### config.mk
export PLATFORM = sky130hd
export DESIGN_NAME = registered_bus_transceiver
export DESIGN_NICKNAME = d
export VERILOG_FILES = /design/src/rtl/xcvr_pkg.sv /design/src/rtl/registered_bus_transceiver.sv
export SDC_FILE = /design/constraint.sdc
export NUM_CORES = 1
export LEC_CHECK = 0
export ABC_CLOCK_PERIOD_IN_PS = 3800
export BUFFER_PORTS_ARGS = -buffer_cell sky130_fd_sc_hd__buf_4
export CORE_MARGIN = 3
export CORE_UTILIZATION = 50
export DETAILED_ROUTE_END_ITERATION = 6
export PLACE_DENSITY_LB_ADDON = 0.25
export SKIP_LAST_GASP = 1
export SLEW_MARGIN = 20
export SYNTH_ARGS = -nofsm -noshare
export SYNTH_HDL_FRONTEND = slang
export SYNTH_SLANG_ARGS = --single-unit
### constraint.sdc
create_clock -name core_clk -period 3.8 [get_ports core_clk]
set_clock_uncertainty 0.1 [all_clocks]
set_input_delay 0.38 -clock core_clk [delete_from_list [all_inputs] [get_ports core_clk]]
set_output_delay 0.38 -clock core_clk [all_outputs]
set_load 0.02 [all_outputs]
### src/rtl/xcvr_pkg.sv
package xcvr_pkg;

	// ****************************************
	// register map, byte addresses
	// ****************************************
	localparam logic [7:0] OFS_CTRL     = 8'h00;
	localparam logic [7:0] OFS_STATUS   = 8'h04;
	localparam logic [7:0] OFS_SAMPLE_A = 8'h08;
	localparam logic [7:0] OFS_SAMPLE_B = 8'h0C;
	localparam logic [7:0] OFS_STORE_A  = 8'h10;
	localparam logic [7:0] OFS_STORE_B  = 8'h14;
	localparam logic [7:0] OFS_TEST_A   = 8'h18;
	localparam logic [7:0] OFS_TEST_B   = 8'h1C;

	// ****************************************
	// field positions
	// ****************************************
	localparam int CTRL_TEST_MODE   = 0;
	localparam int CTRL_SAMPLE_REQ  = 1;
	localparam int CTRL_TEST_DRV_A  = 2;
	localparam int CTRL_TEST_DRV_B  = 3;
	localparam int STAT_TEST_MODE   = 0;
	localparam int STAT_SAMPLE_DONE = 1;

	// ****************************************
	// reset values
	// ****************************************
	localparam logic       RST_TEST_MODE = 1'b0;
	localparam logic       RST_TEST_DRV  = 1'b0;
	localparam logic       OE_N_OFF      = 1'b1;
	localparam logic [31:0] RDATA_ZERO   = 32'h0000_0000;

	// register selector produced by the address decode
	typedef enum logic [8:0] {
		SEL_CTRL     = 9'h001,
		SEL_STATUS   = 9'h002,
		SEL_SAMPLE_A = 9'h004,
		SEL_SAMPLE_B = 9'h008,
		SEL_STORE_A  = 9'h010,
		SEL_STORE_B  = 9'h020,
		SEL_TEST_A   = 9'h040,
		SEL_TEST_B   = 9'h080,
		SEL_NONE     = 9'h100
	} reg_sel_t;

	// per-section control pins
	typedef struct packed {
		logic outputEnableN;
		logic directionSelect;
		logic aToBSourceSelect;
		logic bToASourceSelect;
		logic aToBCaptureClock;
		logic bToACaptureClock;
	} sec_ctrl_t;

endpackage

### src/rtl/registered_bus_transceiver.sv
//
// Functional notes
// - OE low: DIR high drives B, low drives A
// - OE high: both ports released
// - A register loads port A on capture edge
// - A select low: live A onto B
// - A select high: stored A onto B
// - B register mirrors A path on its clock
// - B-to-A, select low: live B onto A
// - B-to-A, select high: stored B onto A
// - capture never gated by OE or DIR
// - each section has its own controls
// - test mode inhibits normal operation, test drives
// - pin sampling leaves function untouched
//
// Decided for this implementation: the placing of the registers and register access over APB.
`timescale 1ns/1ps

module registered_bus_transceiver import xcvr_pkg::*; #(
	parameter int SECTION_BITS = 9,
	parameter int SECTIONS     = 2
) (
	// clock and reset
	input  wire logic                          core_clk,
	input  wire logic                          rst,
	// apb slave
	input  wire logic                          psel,
	input  wire logic                          penable,
	input  wire logic                          pwrite,
	input  wire logic [7:0]                    paddr,
	input  wire logic [31:0]                   pwdata,
	output logic      [31:0]                   prdata,
	output logic                               pready,
	output logic                               pslverr,
	// section control pins
	input  wire sec_ctrl_t [SECTIONS-1:0]      sectionCtrl,
	// port a pins
	input  wire logic [SECTION_BITS*SECTIONS-1:0] portABitsIn,
	output logic      [SECTION_BITS*SECTIONS-1:0] portABitsOut,
	output logic      [SECTION_BITS*SECTIONS-1:0] portABitsOeN,
	// port b pins
	input  wire logic [SECTION_BITS*SECTIONS-1:0] portBBitsIn,
	output logic      [SECTION_BITS*SECTIONS-1:0] portBBitsOut,
	output logic      [SECTION_BITS*SECTIONS-1:0] portBBitsOeN
);

	localparam int W = SECTION_BITS * SECTIONS;

	// ****************************************
	// behaviour and timing notes
	// ****************************************
	// every pin input, data and control alike, passes two flip-flops first
	// data and control share that delay, so a capture edge and the data
	// that stood with it arrive at the storage registers together
	// a data, select, direction or enable change on the pins reaches the drive
	// outputs three core_clk edges later and a capture edge four; slower board logic never sees the difference
	// a capture clock is edge detected against a third stage, so it must
	// stay high and low for at least two core_clk cycles each
	// data must stand two cycles on each side of a capture rise; anything
	// quicker can be caught half old and half new across the bits
	// storage has no reset on purpose: it only ever holds bus values, and
	// a reset would hide a missing capture from the board logic
	// drive data has no reset either; while released its value is unseen
	// output enables are active low and come up released after reset
	// test mode stands in for scan test: it stops capture, and the pins
	// either carry the test pattern or are let go, one enable per port
	// the pin snapshot only copies synchronised values into software
	// registers; nothing on the data path ever reads it back
	// sections never share controls; a wide path ties them on the board
	// the register bus answers after one wait cycle, always the same,
	// so software timing never depends on the state of the buses
	// an unmapped address answers with an error and is otherwise ignored
	// all registers sit in one word each, data in the low bits

	// registers hold the whole pin vector in one word
	if (SECTION_BITS < 1 || SECTIONS < 1 || W > 32) begin : gBadParams
		$error("registered_bus_transceiver: width must be 1 to 32 bits");
	end

	// ****************************************
	// address decode
	// ****************************************
	function automatic reg_sel_t decode(input logic [7:0] addr);
		case (addr)
			OFS_CTRL:     decode = SEL_CTRL;
			OFS_STATUS:   decode = SEL_STATUS;
			OFS_SAMPLE_A: decode = SEL_SAMPLE_A;
			OFS_SAMPLE_B: decode = SEL_SAMPLE_B;
			OFS_STORE_A:  decode = SEL_STORE_A;
			OFS_STORE_B:  decode = SEL_STORE_B;
			OFS_TEST_A:   decode = SEL_TEST_A;
			OFS_TEST_B:   decode = SEL_TEST_B;
			default:      decode = SEL_NONE;
		endcase
	endfunction

	// ****************************************
	// source selection
	// ****************************************
	// shared by both directions: stored value when the select is high
	function automatic logic [SECTION_BITS-1:0] pickSource(
		input logic                    useStored,
		input logic [SECTION_BITS-1:0] stored,
		input logic [SECTION_BITS-1:0] live
	);
		pickSource = useStored ? stored : live;
	endfunction

	// ****************************************
	// pin synchronisers
	// ****************************************
	logic      [W-1:0]        aSync1_r;
	logic      [W-1:0]        aSync2_r;
	logic      [W-1:0]        bSync1_r;
	logic      [W-1:0]        bSync2_r;
	sec_ctrl_t [SECTIONS-1:0] ctrlSync1_r;
	sec_ctrl_t [SECTIONS-1:0] ctrlSync2_r;
	sec_ctrl_t [SECTIONS-1:0] ctrlPrev_r;

	// two stages on every pin; data and clocks share the delay so they stay aligned
	always_ff @(posedge core_clk) begin
		aSync1_r    <= portABitsIn;
		aSync2_r    <= aSync1_r;
		bSync1_r    <= portBBitsIn;
		bSync2_r    <= bSync1_r;
		ctrlSync1_r <= sectionCtrl;
		ctrlSync2_r <= ctrlSync1_r;
		ctrlPrev_r  <= ctrlSync2_r;
	end

	// ****************************************
	// software control state
	// ****************************************
	logic         testMode_r;
	logic         testDrvA_r;
	logic         testDrvB_r;
	logic         sampleDone_r;
	logic [W-1:0] sampleA_r;
	logic [W-1:0] sampleB_r;
	logic [W-1:0] testA_r;
	logic [W-1:0] testB_r;
	logic [W-1:0] storeAFlat;
	logic [W-1:0] storeBFlat;
	logic         apbWrite;
	logic         apbRead;
	reg_sel_t     sel;

	// a write is taken on the second access cycle, when pready is high; a read in the first, the wait cycle
	assign sel      = decode(paddr);
	assign apbWrite = psel & penable & pready & pwrite;
	assign apbRead  = psel & penable & ~pready & ~pwrite;

	// apb handshake: one wait cycle, then pready for one cycle
	// the fixed wait gives read data a full cycle to be selected and
	// registered, so prdata leaves a flip-flop like every other output
	// pslverr rides with pready and is low whenever pready is low
	always_ff @(posedge core_clk) begin
		if (rst) begin
			pready  <= 1'b0;
			pslverr <= 1'b0;
		end else begin
			pready  <= psel & penable & ~pready;
			pslverr <= psel & penable & ~pready & (sel == SEL_NONE);
		end
	end

	// read data captured in the wait cycle so it stands with pready
	// outside that single cycle prdata is held at zero, so a master that
	// samples late reads zero rather than a stale word
	always_ff @(posedge core_clk) begin
		if (rst) begin
			prdata <= RDATA_ZERO;
		end else if (apbRead) begin
			prdata <= RDATA_ZERO;
			case (sel)
				SEL_CTRL: begin
					prdata[CTRL_TEST_MODE]  <= testMode_r;
					prdata[CTRL_TEST_DRV_A] <= testDrvA_r;
					prdata[CTRL_TEST_DRV_B] <= testDrvB_r;
				end
				SEL_STATUS: begin
					prdata[STAT_TEST_MODE]   <= testMode_r;
					prdata[STAT_SAMPLE_DONE] <= sampleDone_r;
				end
				SEL_SAMPLE_A: prdata[W-1:0] <= sampleA_r;
				SEL_SAMPLE_B: prdata[W-1:0] <= sampleB_r;
				SEL_STORE_A:  prdata[W-1:0] <= storeAFlat;
				SEL_STORE_B:  prdata[W-1:0] <= storeBFlat;
				SEL_TEST_A:   prdata[W-1:0] <= testA_r;
				SEL_TEST_B:   prdata[W-1:0] <= testB_r;
				default:      prdata <= RDATA_ZERO;
			endcase
		end else begin
			prdata <= RDATA_ZERO;
		end
	end

	// control register: test mode and test drive enables
	// the sample request bit is a strobe and is never stored here
	always_ff @(posedge core_clk) begin
		if (rst) begin
			testMode_r <= RST_TEST_MODE;
			testDrvA_r <= RST_TEST_DRV;
			testDrvB_r <= RST_TEST_DRV;
		end else if (apbWrite && sel == SEL_CTRL) begin
			testMode_r <= pwdata[CTRL_TEST_MODE];
			testDrvA_r <= pwdata[CTRL_TEST_DRV_A];
			testDrvB_r <= pwdata[CTRL_TEST_DRV_B];
		end
	end

	// test pattern registers, driven on the pins only in test mode
	always_ff @(posedge core_clk) begin
		if (rst) begin
			testA_r <= '0;
			testB_r <= '0;
		end else if (apbWrite) begin
			if (sel == SEL_TEST_A) testA_r <= pwdata[W-1:0];
			if (sel == SEL_TEST_B) testB_r <= pwdata[W-1:0];
		end
	end

	// snapshot of the pins; only observes, never feeds the data path
	always_ff @(posedge core_clk) begin
		if (rst) begin
			sampleA_r <= '0;
			sampleB_r <= '0;
		end else if (apbWrite && sel == SEL_CTRL && pwdata[CTRL_SAMPLE_REQ]) begin
			sampleA_r <= aSync2_r;
			sampleB_r <= bSync2_r;
		end
	end

	// sticky done flag: a new sample wins over a clear in the same write
	always_ff @(posedge core_clk) begin
		if (rst) begin
			sampleDone_r <= 1'b0;
		end else if (apbWrite && sel == SEL_CTRL && pwdata[CTRL_SAMPLE_REQ]) begin
			sampleDone_r <= 1'b1;
		end else if (apbWrite && sel == SEL_STATUS && pwdata[STAT_SAMPLE_DONE]) begin
			sampleDone_r <= 1'b0;
		end
	end

	// ****************************************
	// transceiver sections
	// ****************************************
	for (genvar s = 0; s < SECTIONS; s++) begin : gSec
		localparam int LO = s * SECTION_BITS;

		logic [SECTION_BITS-1:0] storeA_r;
		logic [SECTION_BITS-1:0] storeB_r;
		logic [SECTION_BITS-1:0] outA_r;
		logic [SECTION_BITS-1:0] outB_r;
		logic                    oeNA_r;
		logic                    oeNB_r;
		logic                    abEdge;
		logic                    baEdge;
		sec_ctrl_t               c;

		// each section reads only its own control pins
		// edges are seen in the first cycle the synchronised level is high, and
		// the data taken is the synchronised value of that same cycle
		assign c      = ctrlSync2_r[s];
		assign abEdge = c.aToBCaptureClock & ~ctrlPrev_r[s].aToBCaptureClock;
		assign baEdge = c.bToACaptureClock & ~ctrlPrev_r[s].bToACaptureClock;

		// no reset: contents hold until the next capture edge
		always_ff @(posedge core_clk) begin
			if (abEdge && !testMode_r) begin
				storeA_r <= aSync2_r[LO +: SECTION_BITS];
			end
			if (baEdge && !testMode_r) begin
				storeB_r <= bSync2_r[LO +: SECTION_BITS];
			end
		end

		// output data: test pattern, stored or live opposite-port value
		// data is chosen even while the port is released, so enabling the
		// drive never shows a stale word for a cycle
		// a live value driven back onto its own bus is not possible: the
		// enables below let both ports of a section drive at once only in test mode, with the test pattern
		always_ff @(posedge core_clk) begin
			if (testMode_r) begin
				outB_r <= testB_r[LO +: SECTION_BITS];
				outA_r <= testA_r[LO +: SECTION_BITS];
			end else begin
				outB_r <= pickSource(c.aToBSourceSelect, storeA_r, aSync2_r[LO +: SECTION_BITS]);
				outA_r <= pickSource(c.bToASourceSelect, storeB_r, bSync2_r[LO +: SECTION_BITS]);
			end
		end

		// output enables, active low, released at reset
		// test mode takes priority over the pins; outside it the output
		// enable pin wins over direction, so both ports go quiet together
		always_ff @(posedge core_clk) begin
			if (rst) begin
				oeNA_r <= OE_N_OFF;
				oeNB_r <= OE_N_OFF;
			end else if (testMode_r) begin
				oeNA_r <= ~testDrvA_r;
				oeNB_r <= ~testDrvB_r;
			end else if (c.outputEnableN) begin
				oeNA_r <= OE_N_OFF;
				oeNB_r <= OE_N_OFF;
			end else begin
				oeNB_r <= ~c.directionSelect;
				oeNA_r <= c.directionSelect;
			end
		end

		// all bits of a port share one enable flip-flop per section
		assign portABitsOut[LO +: SECTION_BITS] = outA_r;
		assign portBBitsOut[LO +: SECTION_BITS] = outB_r;
		assign portABitsOeN[LO +: SECTION_BITS] = {SECTION_BITS{oeNA_r}};
		assign portBBitsOeN[LO +: SECTION_BITS] = {SECTION_BITS{oeNB_r}};
		assign storeAFlat[LO +: SECTION_BITS]   = storeA_r;
		assign storeBFlat[LO +: SECTION_BITS]   = storeB_r;
	end

endmodule

==> run metrics <==
PwrDens=524 nW/um^2; root buffer cell=clkbuf_16; worst slack, placed=1.38 ns; Max IR drop VDD=0.476 mV; Crit Path Category=in -> reg; Leak Pwr=5.09 nW; vias=roughly 6400; Seq cells post-synth=272; Final Cycle Share=53.7%; status=completed; clock sinks=272; Starting Density=51.2%; R2R Path Start=pready; final WL=21700 um; Setup Fix Bufs, Post-CTS=0; Synthesis Warnings=0; final max-slew violation count=0; # H-tree levels=1; Synth Flop Type=dfxtp_1; wire per inst=17.2 um; total CTS buffers=27; largest net degree at the start of global routing=between 80 and 90; crit path DAT=2.39 ns; Worst Hold Class=in -> reg; Placeable Area=18100 sq um; register area=roughly 5800 sq um; max-cap violation count=0; RePlAce Congestion=~0.8; EDFF count, synth=36; Final Setup Violations=0; Starting DRT DRC Count=between 400 and 500; Worst EP required=4.15 ns; Slew @ Worst Pin=0.969 ns; Cells after Synth=818; final instance area=between 10000 and 15000 sq um; crit start category=input pin; r2r endpoint=prdata[11]; TritonCTS clock tree=yes; Clock Pin Slew Worst Setup and Hold Paths=0.06 ns; vias in the first global route=6205; Resize count post-CTS=0; leading area contributor after synthesis=dfxtp_1; synth top area cells=dfxtp_1 (51%), edfxtp_1 (12%), mux2i_1 (9.2%); Slew headroom=a little over a third; max frequency=about 500 MHz; # fillers=between 1000 and 1500; crit end category=flip-flop; fin cells=1258; async set-reset flop share out of synthesis=0%; hold path depth=3; Total GRT Usage=20.8%; io pins=199; antenna viol nets, final=0; Layout Area Growth over Synthesis=29.3%; Final nets=1101; CTS max path bufs=3; register area share after synthesis=between 60 and 70%; Worst Slack Setup Final=approximately 1.8 ns; die height=142 um; Worst R2R Path Depth=3; initial antenna violation count=0; Hold Startpoint=pwdata[3]; post-synth top area share=51.0%; hold_ws=around 0.028 ns; drt drc=0; via/cell ratio=5.10; final hold vios=0; CTS Hold Buffers Added=65; placed cell area=about 10000 sq um; die area=roughly 20000 sq um; Die Wd=142 um; Overflow after GRT=0; number of port buffers=between 150 and 200; r2r setup slk=between 1.5 and 2 ns; crit path time final=around 2.0 ns; first-pass GRT wire length=33600 um; clock latency on the worst-skew pair=0.54 ns; hpwl dp=13200 um; Placed Cells=about 1100; RSZ-0062 raised after global routing=no; Hold Path End=testB_r[3]; share of layout cells above drive strength 1=25.3%; Tot Pwr=6.27 mW; syn avg cell area=11.3 sq um; n_diodes=0; Netlist cell types=45; final core occ=66.2%; crit path max fanout=36; TritonRoute pass-1 iters=5; Rows=49; setup TNS=0 ns; multi-input logic area=slightly below 3000 sq um; synthesized area=9270 sq um
==> worst max-delay path by stage <==
stage,from,to,slack [ns],depth (start not counted)
2_1_floorplan,testMode_r,gSec[0].storeA_r[0],1.84,3
3_3_place_gp,rst,prdata[11],1.40,4
3_5_place_dp,rst,prdata[11],1.38,4
4_1_cts,pwdata[1],sampleB_r[5],1.81,7
5_1_grt,pwdata[1],sampleB_r[15],1.67,7
6_report,pwdata[1],sampleB_r[5],1.76,7
==> per-layer routing <==
metal,share of wire (%),track usage [%],wire length [um]
met3,6.1,3.86,1330
met5,0,0,0
met4,1.7,4.34,374
met1,45,28.6,9690
met2,47,34.8,10300
==> critical path: stages <==
cell           delay [ns]
dlygate4sd3_1        0.57
buf_4                0.13
nor3b_1              0.36
and4_1               0.25
buf_4                0.42
nand2_1              0.12
a21oi_1              0.15
==> cells in the mapped netlist (4+ instances only) <==
| cell type | n |
|---|---|
| nand3_1 | 7 |
| a22oi_1 | 17 |
| nand4_1 | 6 |
| nor3b_1 | 5 |
| buf_4 | 55 |
| edfxtp_1 | 36 |
| nand2_1 | 116 |
| dfxtp_1 | 236 |
| mux4_2 | 4 |
| buf_2 | 8 |
| nor2_1 | 55 |
| a31oi_1 | 4 |
| mux2i_1 | 85 |
| o22ai_1 | 9 |
| nor3_1 | 4 |
| mux2_2 | 23 |
| a21oi_1 | 36 |
| clkbuf_1 | 31 |
| o21ai_0 | 38 |
==> kinds of logic (layout without fill, tap and decap cells) <==
kind of cell	Yosys count	count (layout)	synth area share, %
AO/OA/AOI/OAI	120	120	7.70
flip-flops	272	272	62.7
buffers and inverters	99	297	6.51
other	1	14	0.0405
AND/OR/NAND/NOR	213	213	10.0
multiplexers	113	113	13.1
==> cells in the final DEF (no fill, tap or decap), drive strengths merged, types with 3 or more instances in the layout <==
| master | instances |
|---|---|
| clkbuf | 29 |
| dlygate4sd3 | 65 |
| o21ai | 38 |
| nor2b | 3 |
| buf | 181 |
| conb | 14 |
| mux2 | 24 |
| dfxtp | 236 |
| nor2 | 55 |
| nand3 | 7 |
| a22oi | 17 |
| nor3b | 5 |
| nand4 | 6 |
| nand2 | 116 |
| edfxtp | 36 |
| mux4 | 4 |
| bufinv | 5 |
| or3 | 3 |
| a31oi | 4 |
| clkinv | 8 |
| nor3 | 7 |
| inv | 5 |
| a21oi | 36 |
| clkinvlp | 4 |
| o22ai | 9 |
| a211oi | 3 |
| mux2i | 85 |
==> where the power goes <==
part	internal, mW	switching [mW]	leakage (nW)	total, mW
Clock	1.67	1.13	0.455	2.80
Combinational	0.197	0.199	2.34	0.396
Sequential	3.02	0.0596	2.29	3.08
==> layout make-up <==
cell class,count,area share (%)
clock buffers,29,5.70
flip-flops and latches,272,48.5
clock inverters,21,2.27
inverters,1,0.0313
multi-input cells,460,24.3
well taps,229,2.39
repair buffers,246,16.8
(Power assumes the default switching activity.)
